## src/irq_router_pkg.sv

```systemverilog
// Shared constants, register map and carrier types of the interrupt router
`default_nettype none
package irq_router_pkg;
  localparam int NUM_SRC = 56;
  localparam int PRIO_W = 4;
  localparam int IDX_W = 6;
  localparam int ADDR_W = 8;
  localparam int DATA_W = 32;
  localparam int NUM_TGT = 2;
  localparam int RAW_HI_W = NUM_SRC - 32;

  // Target codes of the per-input routing field
  localparam logic TGT_FAST = 1'h0;
  localparam logic TGT_NORM = 1'h1;

  // Word addresses on the register bus
  localparam logic [ADDR_W-1:0] REG_THRESH_FAST = 8'h00;
  localparam logic [ADDR_W-1:0] REG_THRESH_NORM = 8'h01;
  localparam logic [ADDR_W-1:0] REG_RAW_LO = 8'h02;
  localparam logic [ADDR_W-1:0] REG_RAW_HI = 8'h03;
  localparam logic [ADDR_W-1:0] REG_VEC_FAST = 8'h04;
  localparam logic [ADDR_W-1:0] REG_VEC_NORM = 8'h05;
  localparam logic [ADDR_W-1:0] REG_CFG_BASE = 8'h40;

  // Field positions of a per-input configuration word
  localparam int CFG_PRIO_LSB = 0;
  localparam int CFG_TGT_BIT = 4;
  localparam int CFG_INV_BIT = 5;
  localparam int CFG_SW_BIT = 6;

  // Field positions of a vector word
  localparam int VEC_IDX_LSB = 0;
  localparam int VEC_LEVEL_LSB = 8;
  localparam int VEC_VALID_BIT = 31;

  localparam logic [PRIO_W-1:0] THRESH_RST = 4'h0;
  localparam logic [PRIO_W-1:0] PRIO_MASKED = 4'h0;

  typedef struct packed {
    logic swReq;
    logic invert;
    logic target;
    logic [PRIO_W-1:0] prio;
  } srcCfg_t;

  localparam srcCfg_t CFG_RST = '0;

  typedef struct packed {
    logic valid;
    logic [PRIO_W-1:0] level;
    logic [IDX_W-1:0] idx;
  } winner_t;

  typedef enum logic {
    BUS_IDLE = 1'b0,
    BUS_ACK = 1'b1
  } busState_t;
endpackage
`default_nettype wire

```

## src/irq_priority_arbiter.sv

```systemverilog
// Picks the highest-priority qualifying request for one processor target
`default_nettype none
module irq_priority_arbiter
  import irq_router_pkg::*;
#(
  parameter logic TARGET = TGT_FAST
) (
  input wire logic [NUM_SRC-1:0] active,
  input wire srcCfg_t cfg [NUM_SRC],
  input wire logic [PRIO_W-1:0] thresh,
  output var winner_t winner
);
  // Strict compare keeps the lowest index on a tie
  always_comb begin
    winner = '0;
    for (int i = 0; i < NUM_SRC; i++) begin
      if (active[i] && cfg[i].target == TARGET && cfg[i].prio > thresh && cfg[i].prio > winner.level) begin
        winner.valid = 1'b1;
        winner.level = cfg[i].prio;
        winner.idx = IDX_W'(i);
      end
    end
  end
endmodule
`default_nettype wire

```

## src/vectored_request_controller.sv

```systemverilog
// Vectored interrupt router: request qualification, routing, vectors and Avalon-MM registers
//
// Functional notes
// 56 level inputs, polarity chosen per input
// Software request bit acts like hardware request
// Active request state readable before masking
// Each input has a 4-bit priority
// Each input selects fast or normal target
// Two outputs: fast and normal interrupt lines
// Target value 0 means fast line
// Target value 1 means normal line
// Per-target threshold masks requests by priority
// Priority 0 never raises any interrupt
// Priority 1 is the lowest active level
// Priority 15 is the highest level
// Vector register names the winning request
// Nesting via raisable per-target thresholds
// Everything runs on one branch clock
// Forward only priorities above threshold; highest wins
// Software raises threshold during service, restores after
`default_nettype none
module vectored_request_controller
  import irq_router_pkg::*;
(
  input wire logic ref_clk,
  input wire logic rst_b,
  input wire logic [NUM_SRC-1:0] irqIn,
  input wire logic [ADDR_W-1:0] address,
  input wire logic read,
  input wire logic write,
  input wire logic [DATA_W-1:0] writedata,
  output logic [DATA_W-1:0] readdata,
  output logic waitrequest,
  output logic fastInterruptLine,
  output logic normInterruptLine
);
  logic rstMeta_b;
  logic sysRst_b;
  srcCfg_t cfg_r [NUM_SRC];
  logic [PRIO_W-1:0] threshFast_r;
  logic [PRIO_W-1:0] threshNorm_r;
  logic [NUM_SRC-1:0] active;
  winner_t winFast;
  winner_t winNorm;
  winner_t vecFast_r;
  winner_t vecNorm_r;
  logic fastLine_r;
  logic normLine_r;
  busState_t busState_r;
  busState_t busState_nxt;
  logic waitReq_r;
  logic [DATA_W-1:0] readData_r;
  logic [DATA_W-1:0] readMux;
  logic busReq;
  logic writeCommit;

  function automatic logic cfgHit(input logic [ADDR_W-1:0] addr);
    cfgHit = (addr >= REG_CFG_BASE) && (addr < REG_CFG_BASE + ADDR_W'(NUM_SRC));
  endfunction

  function automatic logic [IDX_W-1:0] cfgIndex(input logic [ADDR_W-1:0] addr);
    logic [ADDR_W-1:0] offs;
    offs = addr - REG_CFG_BASE;
    cfgIndex = offs[IDX_W-1:0];
  endfunction

  function automatic logic [DATA_W-1:0] vecWord(input winner_t w);
    logic [DATA_W-1:0] v;
    v = '0;
    v[VEC_VALID_BIT] = w.valid;
    v[VEC_LEVEL_LSB +: PRIO_W] = w.level;
    v[VEC_IDX_LSB +: IDX_W] = w.idx;
    vecWord = v;
  endfunction

  // Reset is released through two flops so that all state leaves reset together
  always_ff @(posedge ref_clk or negedge rst_b) begin
    if (!rst_b) begin
      rstMeta_b <= 1'b0;
      sysRst_b <= 1'b0;
    end else begin
      rstMeta_b <= 1'b1;
      sysRst_b <= rstMeta_b;
    end
  end

  // Request qualification: polarity applied, then software request merged in
  generate
    for (genvar i = 0; i < NUM_SRC; i++) begin : g_active
      assign active[i] = (irqIn[i] ^ cfg_r[i].invert) | cfg_r[i].swReq;
      a_sw_request_raises: assert property (@(posedge ref_clk) disable iff (!sysRst_b)
        cfg_r[i].swReq && cfg_r[i].target == TGT_NORM && cfg_r[i].prio > threshNorm_r |=> normLine_r)
        else $error("software request did not reach the normal line");
      a_sw_request_fast: assert property (@(posedge ref_clk) disable iff (!sysRst_b)
        cfg_r[i].swReq && cfg_r[i].target == TGT_FAST && cfg_r[i].prio > threshFast_r |=> fastLine_r)
        else $error("software request did not reach the fast line");
    end
  endgenerate

  // Avalon-MM slave: one wait cycle, write committed on the edge that sees waitrequest low
  assign busReq = read | write;
  assign writeCommit = write && busState_r == BUS_ACK;

  always_comb begin
    busState_nxt = busState_r;
    unique case (busState_r)
      BUS_IDLE: begin
        if (busReq) begin
          busState_nxt = BUS_ACK;
        end
      end
      BUS_ACK: begin
        busState_nxt = BUS_IDLE;
      end
    endcase
  end

  always_ff @(posedge ref_clk or negedge sysRst_b) begin
    if (!sysRst_b) begin
      busState_r <= BUS_IDLE;
      waitReq_r <= 1'b1;
    end else begin
      busState_r <= busState_nxt;
      waitReq_r <= busState_nxt != BUS_ACK;
    end
  end

  a_bus_wait_one: assert property (@(posedge ref_clk) disable iff (!sysRst_b)
    busReq && waitReq_r && busState_r == BUS_IDLE |=> !waitReq_r ##1 waitReq_r)
    else $error("bus answer not given after one wait cycle");

  a_bus_idle_wait: assert property (@(posedge ref_clk) disable iff (!sysRst_b)
    busState_r == BUS_IDLE |-> waitReq_r)
    else $error("waitrequest low while the slave is idle");

  a_commit_in_ack: assert property (@(posedge ref_clk) disable iff (!sysRst_b)
    writeCommit |-> !waitReq_r)
    else $error("write committed without waitrequest low");

  // Unmapped addresses read as zero and ignore writes
  always_comb begin
    readMux = '0;
    if (cfgHit(address)) begin
      readMux[CFG_PRIO_LSB +: PRIO_W] = cfg_r[cfgIndex(address)].prio;
      readMux[CFG_TGT_BIT] = cfg_r[cfgIndex(address)].target;
      readMux[CFG_INV_BIT] = cfg_r[cfgIndex(address)].invert;
      readMux[CFG_SW_BIT] = cfg_r[cfgIndex(address)].swReq;
    end else begin
      unique case (address)
        REG_THRESH_FAST: readMux[PRIO_W-1:0] = threshFast_r;
        REG_THRESH_NORM: readMux[PRIO_W-1:0] = threshNorm_r;
        REG_RAW_LO: readMux = active[DATA_W-1:0];
        REG_RAW_HI: readMux[RAW_HI_W-1:0] = active[NUM_SRC-1:DATA_W];
        REG_VEC_FAST: readMux = vecWord(vecFast_r);
        REG_VEC_NORM: readMux = vecWord(vecNorm_r);
        default: readMux = '0;
      endcase
    end
  end

  always_ff @(posedge ref_clk or negedge sysRst_b) begin
    if (!sysRst_b) begin
      readData_r <= '0;
    end else if (read && busState_r == BUS_IDLE) begin
      readData_r <= readMux;
    end
  end

  // Read data is a register so the word stays put until the next read
  a_read_data_holds: assert property (@(posedge ref_clk) disable iff (!sysRst_b)
    !(read && busState_r == BUS_IDLE) |=> $stable(readData_r))
    else $error("read data changed without a read");

  a_raw_read_back: assert property (@(posedge ref_clk) disable iff (!sysRst_b)
    read && busState_r == BUS_IDLE && address == REG_RAW_LO
    |=> readData_r == $past(active[DATA_W-1:0]))
    else $error("raw request state not returned by read");

  a_thresh_read_back: assert property (@(posedge ref_clk) disable iff (!sysRst_b)
    read && busState_r == BUS_IDLE && address == REG_THRESH_FAST
    |=> readData_r[PRIO_W-1:0] == $past(threshFast_r))
    else $error("fast threshold not returned by read");

  a_vec_read_back: assert property (@(posedge ref_clk) disable iff (!sysRst_b)
    read && busState_r == BUS_IDLE && address == REG_VEC_FAST
    |=> readData_r[VEC_VALID_BIT] == $past(vecFast_r.valid)
    && readData_r[VEC_IDX_LSB +: IDX_W] == $past(vecFast_r.idx))
    else $error("fast vector not returned by read");

  // Per-input configuration; software request stays set until software clears it
  always_ff @(posedge ref_clk or negedge sysRst_b) begin
    if (!sysRst_b) begin
      for (int i = 0; i < NUM_SRC; i++) begin
        cfg_r[i] <= CFG_RST;
      end
    end else if (writeCommit && cfgHit(address)) begin
      cfg_r[cfgIndex(address)].prio <= writedata[CFG_PRIO_LSB +: PRIO_W];
      cfg_r[cfgIndex(address)].target <= writedata[CFG_TGT_BIT];
      cfg_r[cfgIndex(address)].invert <= writedata[CFG_INV_BIT];
      cfg_r[cfgIndex(address)].swReq <= writedata[CFG_SW_BIT];
    end
  end

  // Thresholds are free to rewrite at any time so that nested handlers can raise them
  always_ff @(posedge ref_clk or negedge sysRst_b) begin
    if (!sysRst_b) begin
      threshFast_r <= THRESH_RST;
      threshNorm_r <= THRESH_RST;
    end else if (writeCommit) begin
      if (address == REG_THRESH_FAST) begin
        threshFast_r <= writedata[PRIO_W-1:0];
      end
      if (address == REG_THRESH_NORM) begin
        threshNorm_r <= writedata[PRIO_W-1:0];
      end
    end
  end

  a_thresh_write_lands: assert property (@(posedge ref_clk) disable iff (!sysRst_b)
    writeCommit && address == REG_THRESH_FAST |=> threshFast_r == $past(writedata[PRIO_W-1:0]))
    else $error("fast threshold write not stored");

  a_norm_thresh_lands: assert property (@(posedge ref_clk) disable iff (!sysRst_b)
    writeCommit && address == REG_THRESH_NORM |=> threshNorm_r == $past(writedata[PRIO_W-1:0]))
    else $error("normal threshold write not stored");

  // One arbiter per target, each against its own threshold
  irq_priority_arbiter #(
    .TARGET(TGT_FAST)
  ) u_arbFast (
    .active(active),
    .cfg(cfg_r),
    .thresh(threshFast_r),
    .winner(winFast)
  );

  irq_priority_arbiter #(
    .TARGET(TGT_NORM)
  ) u_arbNorm (
    .active(active),
    .cfg(cfg_r),
    .thresh(threshNorm_r),
    .winner(winNorm)
  );

  a_above_thresh: assert property (@(posedge ref_clk) disable iff (!sysRst_b)
    winFast.valid |-> winFast.level > threshFast_r && cfg_r[winFast.idx].target == TGT_FAST)
    else $error("fast winner not above threshold or misrouted");

  a_masked_level: assert property (@(posedge ref_clk) disable iff (!sysRst_b)
    winNorm.valid |-> winNorm.level != PRIO_MASKED && cfg_r[winNorm.idx].target == TGT_NORM)
    else $error("masked or misrouted request reached normal line");

  a_norm_above_thresh: assert property (@(posedge ref_clk) disable iff (!sysRst_b)
    winNorm.valid |-> winNorm.level > threshNorm_r && cfg_r[winNorm.idx].target == TGT_NORM)
    else $error("normal winner not above threshold or misrouted");

  a_fast_masked_level: assert property (@(posedge ref_clk) disable iff (!sysRst_b)
    winFast.valid |-> winFast.level != PRIO_MASKED)
    else $error("masked request reached fast line");

  a_winner_active: assert property (@(posedge ref_clk) disable iff (!sysRst_b)
    (!winFast.valid || active[winFast.idx]) && (!winNorm.valid || active[winNorm.idx]))
    else $error("winner is not an active request");

  // Each configuration field lands on the addressed input, and an input at priority 0 never wins either arbiter
  generate
    for (genvar k = 0; k < NUM_SRC; k++) begin : g_cfg_check
      a_prio_write_lands: assert property (@(posedge ref_clk) disable iff (!sysRst_b)
        writeCommit && address == REG_CFG_BASE + ADDR_W'(k)
        |=> cfg_r[k].prio == $past(writedata[CFG_PRIO_LSB +: PRIO_W]))
        else $error("priority write not stored");
      a_target_write_lands: assert property (@(posedge ref_clk) disable iff (!sysRst_b)
        writeCommit && address == REG_CFG_BASE + ADDR_W'(k)
        |=> cfg_r[k].target == $past(writedata[CFG_TGT_BIT]))
        else $error("target select write not stored");
      a_invert_write_lands: assert property (@(posedge ref_clk) disable iff (!sysRst_b)
        writeCommit && address == REG_CFG_BASE + ADDR_W'(k)
        |=> cfg_r[k].invert == $past(writedata[CFG_INV_BIT]))
        else $error("polarity write not stored");
      a_sw_write_lands: assert property (@(posedge ref_clk) disable iff (!sysRst_b)
        writeCommit && address == REG_CFG_BASE + ADDR_W'(k)
        |=> cfg_r[k].swReq == $past(writedata[CFG_SW_BIT]))
        else $error("software request write not stored");
      a_masked_silent: assert property (@(posedge ref_clk) disable iff (!sysRst_b)
        cfg_r[k].prio == PRIO_MASKED
        |-> !(winFast.valid && winFast.idx == IDX_W'(k))
        && !(winNorm.valid && winNorm.idx == IDX_W'(k)))
        else $error("masked input won arbitration");
    end
  endgenerate

  generate
    for (genvar j = 0; j < NUM_SRC; j++) begin : g_order
      a_highest_wins: assert property (@(posedge ref_clk) disable iff (!sysRst_b)
        active[j] && cfg_r[j].target == TGT_FAST && cfg_r[j].prio > threshFast_r
        |-> winFast.valid && winFast.level >= cfg_r[j].prio)
        else $error("lower priority request chosen over a higher one");
      a_norm_highest_wins: assert property (@(posedge ref_clk) disable iff (!sysRst_b)
        active[j] && cfg_r[j].target == TGT_NORM && cfg_r[j].prio > threshNorm_r
        |-> winNorm.valid && winNorm.level >= cfg_r[j].prio)
        else $error("lower priority request chosen on the normal line");
      // Equal levels go to the lowest input so the vector never hops between equals
      a_tie_low_index: assert property (@(posedge ref_clk) disable iff (!sysRst_b)
        active[j] && cfg_r[j].target == TGT_FAST && winFast.valid && cfg_r[j].prio == winFast.level
        |-> winFast.idx <= IDX_W'(j))
        else $error("tie not resolved to the lowest input");
    end
  endgenerate

  // Outputs and vectors registered so the core sees glitch-free levels
  always_ff @(posedge ref_clk or negedge sysRst_b) begin
    if (!sysRst_b) begin
      fastLine_r <= 1'b0;
      normLine_r <= 1'b0;
      vecFast_r <= '0;
      vecNorm_r <= '0;
    end else begin
      fastLine_r <= winFast.valid;
      normLine_r <= winNorm.valid;
      vecFast_r <= winFast;
      vecNorm_r <= winNorm;
    end
  end

  a_fast_line_follows: assert property (@(posedge ref_clk) disable iff (!sysRst_b)
    ##1 fastLine_r == $past(winFast.valid))
    else $error("fast line does not track its arbiter");

  a_norm_line_follows: assert property (@(posedge ref_clk) disable iff (!sysRst_b)
    ##1 normLine_r == $past(winNorm.valid))
    else $error("normal line does not track its arbiter");

  a_vector_matches: assert property (@(posedge ref_clk) disable iff (!sysRst_b)
    winNorm.valid ##1 normLine_r |-> vecNorm_r.valid && vecNorm_r.idx == $past(winNorm.idx))
    else $error("normal vector does not name the winner");

  a_fast_vector_matches: assert property (@(posedge ref_clk) disable iff (!sysRst_b)
    winFast.valid ##1 fastLine_r |-> vecFast_r.valid && vecFast_r.idx == $past(winFast.idx))
    else $error("fast vector does not name the winner");

  a_line_drops_on_thresh: assert property (@(posedge ref_clk) disable iff (!sysRst_b)
    normLine_r |-> vecNorm_r.level > $past(threshNorm_r))
    else $error("normal line high at or below its threshold");

  a_fast_line_drops: assert property (@(posedge ref_clk) disable iff (!sysRst_b)
    fastLine_r |-> vecFast_r.level > $past(threshFast_r))
    else $error("fast line high at or below its threshold");

  assign readdata = readData_r;
  assign waitrequest = waitReq_r;
  assign fastInterruptLine = fastLine_r;
  assign normInterruptLine = normLine_r;
endmodule
`default_nettype wire

```

## config.mk

```make
export PLATFORM = sky130hd
export DESIGN_NAME = vectored_request_controller
export DESIGN_NICKNAME = d
export VERILOG_FILES = /design/src/irq_router_pkg.sv /design/src/irq_priority_arbiter.sv /design/src/vectored_request_controller.sv
export SDC_FILE = /design/constraint.sdc
export NUM_CORES = 2
export LEC_CHECK = 0
export ABC_AREA = 1
export BUFFER_PORTS_ARGS = -buffer_cell sky130_fd_sc_hd__buf_2
export CELL_PAD_IN_SITES_DETAIL_PLACEMENT = 0
export CELL_PAD_IN_SITES_GLOBAL_PLACEMENT = 2
export CORE_UTILIZATION = 37
export DETAILED_ROUTE_END_ITERATION = 16
export PLACE_DENSITY = 0.8
export SLEW_MARGIN = 20
export SYNTH_ARGS = -nofsm -noshare
export SYNTH_HDL_FRONTEND = slang
export SYNTH_HIERARCHICAL = 1
export SYNTH_SLANG_ARGS = --single-unit
export TNS_END_PERCENT = 50
```

## constraint.sdc

```tcl
create_clock -name ref_clk -period 15.75 [get_ports ref_clk]
set_input_delay 0.7875 -clock ref_clk [delete_from_list [all_inputs] [get_ports ref_clk]]
set_output_delay 0.7875 -clock ref_clk [all_outputs]
set_load 0.01 [all_outputs]
```

* Word level (Yosys, flattened, before mapping)
Cells that the tools add are included.
Storage, ports and cells: register bits after elaboration 458
Cells by class: order comparisons 227, equality and inequality tests 5, multiplexer cells 134, $add $sub $neg 1, reductions and logical operators 344, bitwise operators 172
Operator list (count):
- $bwmux W392 | 4
- $mux W11 | 112
- $gt A4 B4 Y1 | 222
- $logic_and A1 B1 Y1 | 341
- $demux W7 S6 | 4
- $pmux W20 S4 | 1
- $not A1 Y1 | 58
- $or A1 B1 Y1 | 57
- $xor A1 B1 Y1 | 56
- $bmux W7 S6 | 1
- $mux W7 | 4
- $mux W25 | 1
- $pmux W4 S6 | 1
- $pmux W8 S3 | 1
- $eq A8 B2 Y1 const B | 2
- $eq A8 B3 Y1 const B | 2
- $eq A8 B1 Y1 const B | 1
- $ge A8 B7 Y1 const B | 1
- $logic_not A8 Y1 | 1
- $lt A8 B7 Y1 const B | 1
- $ge A7 B7 Y1 const B | 1
- $lt A7 B1 Y1 const B | 1
- $not A6 Y7 | 1
- $mux W6 | 1
- 7 further kinds | 8

* Logic depth before layout (Yosys ltp)
depth in word-level cells 171, gate-level depth with buffers 478, depth with buffers taken out 472

* Hierarchy
Netlist, hierarchy kept.
Modules (own cells, without submodules):
- vectored_request_controller | area each 22411.5 µm², cells each 3059, times used 1, sequential area each 11462.2 µm²
- irq_priority_arbiter (u_arbFast) | area each 16361.9 µm², cells each 2576, times used 1, sequential area each 0.0 µm²
- irq_priority_arbiter (u_arbNorm) | area each 16096.7 µm², cells each 2522, times used 1, sequential area each 0.0 µm²

* Worst setup path before layout
No wires, ideal clock.
kind register -> register, start register threshFast_r[3], end register vecFast_r[3] in the netlist's numbering, data required time 15636 ps, period minus slack after synthesis 53430 ps, stages on the path, launching flop included 469, arrival 53316 ps, buffers on the path 6, setup time 114 ps, path slack -37680 ps, cells stage by stage dfrtp_1 -> inv_1 -> ha_1 -> nand2_1 -> nor2_1 -> nor2_1 -> nand2_1 -> inv_1 -> nand2_1 -> ha_1 -> nand2_1 -> nor2_1 -> nor2_2 -> nand3_2 -> a21oi_1 -> inv_1 -> ha_1 -> inv_1 -> (+433 left out) -> nand2_1 -> inv_1 -> nand2_1 -> inv_1 -> nand2_1 -> nand2_4 -> nand3_4 -> nand2_2 -> nand2_1 -> ha_1 -> nand2_1 -> nor2_1 -> nor4b_1 -> nand3_2 -> inv_1 -> nor3_1 -> nand2_1 -> inv_1
RTL lines:
- from (decl) | line vectored_request_controller.sv:40 | logic [PRIO_W-1:0] threshFast_r;
- from (signal assigned) | line vectored_request_controller.sv:211 | threshFast_r <= writedata[PRIO_W-1:0];
- to (signal assigned) | line vectored_request_controller.sv:321 | vecFast_r <= winFast;
- to (decl) | line vectored_request_controller.sv:45 | winner_t vecFast_r;

==> run summary <==
Hold Path Stages: 0
layout cells sized above 1: 31.1%
Synth cell types: 47
Setup Viol. Count Final: 22
Reg2Reg Setup Slack: -37.78 ns
Filler cells: 14,900
commonest cells in the synthesized netlist: nand2_1 (2,132), inv_1 (1,226), o21ai_0 (856)
top_reg_cell synth: dfrtp_1
RSZ-0062 raised after global routing: yes
Root Buffer: clkbuf_16
most numerous cell in the Yosys netlist: nand2_1
Max Slew Vio Count: 0
global-route wire length before repair: 356,000 microns
pin count of the biggest net entering global routing: 75
residual DRC count: 0
Final Hold Viols: 0
Initial Util: 37.5%
fin nets: 10,800
WL per Instance: 19.8 microns
pre-CTS setup slack: -42.59 ns
via count: 61,600
Slew headroom: 14.3%
sequential share of the synthesized area: 20.9%
grt met2 use: 48.7%
Reg area: 11,500 sq um
Num CTS Buffers: 55
CTS H-tree lvls: 2
Synth Area per Inst: 6.73 sq um
crit share post-route: 340%
min Tclk post-route: 53.53 ns
Die X: 387 microns
Yosys top cell area share: 20.8%
Register-to-Register Path Depth: 456
Worst setup EP type: flip-flop
Port Buffers: 109
Critical Path Stages: 456
Die Y-Extent: 387 microns
vias in the first global route: 58,900
max-cap violations: 0
final wirelength: 236,000 microns
Setup TNS: -827.18 ns
Non-Filler Instances: 11,900
Mapped Area: 54,900 sq um
footprint of the multi-input gates: 39,600 sq um
met1 Usage GRT: 43.1%
slowest stage cell, crit path: dfrtp_1
1st-iter DRT viols: 4,759
critical path class: flip-flop to flip-flop
placer congestion estimate: 0.967
Longest Clk Path Bufs: 3
Yosys warning count: 6
ANT nets after route: 0
Post-synth EDFFs: 0
Post-synth ARST share: 100%
worst min-delay path startpoint: rstMeta_b
Critical Path AT: 54.04 ns
Syn Inst Count: 8,157
Buf+Inv Stages, Crit Path: 80
CTS sink cnt: 458
startpoint types: flip-flop
PnR worst setup slack: -37.78 ns
most frequent CP cell: nand2_2
hpwl dp: 180,000 microns
Synth Net Count: 9,035
Cells after DPL: 11,600
I/O pin total: 135
status: finished with violations
Critical R2R Capture: vecFast_r[9]
CTS tree: done
GRT met3 Usage: 3.87%
top cell type by total area after synthesis: dfrtp_1
grt total ovfl: 0
FMAX: 18.7 MHz
die area: 150,000 sq um
Pre-antenna DRT Iters: 6
failing checks: setup timing
gr busiest metal: met2
Worst Hold Class: flip-flop to flip-flop
Row Count: 140
worst hold path endpoint: sysRst_b
RR Startpoint: cfg_r[390]
core box area: 146,000 sq um
Critical Path RT: 16.26 ns
clock slew at reported path FFs: 0.06 ns
initial antenna violation count: 12
GRT Util Overall: 30.7%
Seq cells post-synth: 458
worst skew pair latency: 0.66 ns
Worst Path Max Fanout: 9
Least-Margin Pin Slew: 1.29 ns
crit-path max cell delay: 0.38 ns
vias per inst: 5.16
critical path's top delay family: simple AND/OR/NAND/NOR gates
ranking of synthesized cells by area: dfrtp_1 (21%), ha_1 (18%), nand2_1 (15%)
utilization after layout: 50.9%
clock skew: 0.0399 ns
Syn-to-layout area delta: 35.8%
[logic make-up (layout without fill, tap and decap cells)]
kind of cell | count (synthesis) | in the layout | share of synthesized area [%]
AND/OR/NAND/NOR | 3940 | 3946 | 35.4
other | 1 | 4 | 0.00683
flip-flops | 458 | 458 | 20.9
AO/OA/AOI/OAI | 1537 | 1537 | 15.9
buffers and inverters | 1443 | 3293 | 10.1
adder cells (fa/ha/maj) | 778 | 778 | 17.7
[cell usage in the layout, fill, tap and decap left out, types with 135 or more instances in the layout]
cell type | netlist | final
nand2_2 | 264 | 339
nor2_2 | 125 | 135
nand3_1 | 638 | 625
inv_1 | 1226 | 1183
nand4_1 | 173 | 173
dfrtp_1 | 457 | 454
ha_1 | 778 | 725
o21ai_0 | 856 | 642
nor2_1 | 219 | 201
a21oi_1 | 311 | 300
o21bai_1 | 205 | 204
buf_4 | 0 | 1835
nand2_1 | 2132 | 2044
[layer usage]
layer / vias up / wire [microns] / part of all wire, %
li1: 30700 / - / -
met1: 28800 / 111000 / 47
met2: 1697 / 103000 / 44
met3: 330 / 14200 / 6.0
met4: 10 / 7800 / 3.3
met5: - / 65 / 0.028
[sequential cells by signal, indices dropped and copies added (netlist names)]
register           count
sysRst_b               1
readdata              32
vecNorm_r             10
cfg_r                392
threshFast_r           4
waitrequest            1
normInterruptLine      1
vecFast_r             10
fastInterruptLine      1
rstMeta_b              1
threshNorm_r           4
busState_r             1
[through the flow]
stage	instance area [sq um]	hold WS, ns
3_5_place_dp	69200	0.343
5_1_grt	74500	0.367
3_3_place_gp	69200	0.344
2_1_floorplan	55000	0.331
6_report	74500	0.360
4_1_cts	73300	0.364
[repair_timing]
| action | in CTS | in global routing |
|---|---|---|
| hold endpoints to repair | 2 | 0 |
| gates cloned | 5 | 1 |
| hold buffers | 1 | 0 |
| resized for setup | 352 | 187 |
| setup buffers | 177 | 74 |
| pin swaps | 396 | 449 |
| endpoints found under the setup margin | 22 | 22 |
[worst max path at each step]
stage | from | endpoint | slack, ns
final | cfg_r[390] | vecFast_r[9] | -37.78
after global routing | cfg_r[390] | vecFast_r[9] | -42.26
after CTS | cfg_r[390] | vecFast_r[9] | -37.77
after detailed placement | irqIn[0] | vecFast_r[2] | -42.59
after global placement | irqIn[0] | vecFast_r[2] | -41.76
after floorplan | threshNorm_r[3] | vecNorm_r[3] | -36.72
[area by class of cell]
class	instances	share of cell area (%)
antenna	3	0.0101
timing repair buffer	1953	19.4
inverter	1238	6.30
multi-input combinational	6262	53.1
sequential	458	15.4
tap	1917	3.22
clock buffer	84	2.23
clock inverter	18	0.333
Power is left out: the tool's default activity adds up to more than one toggle a clock period on the data nets, which glitch-free logic cannot reach.
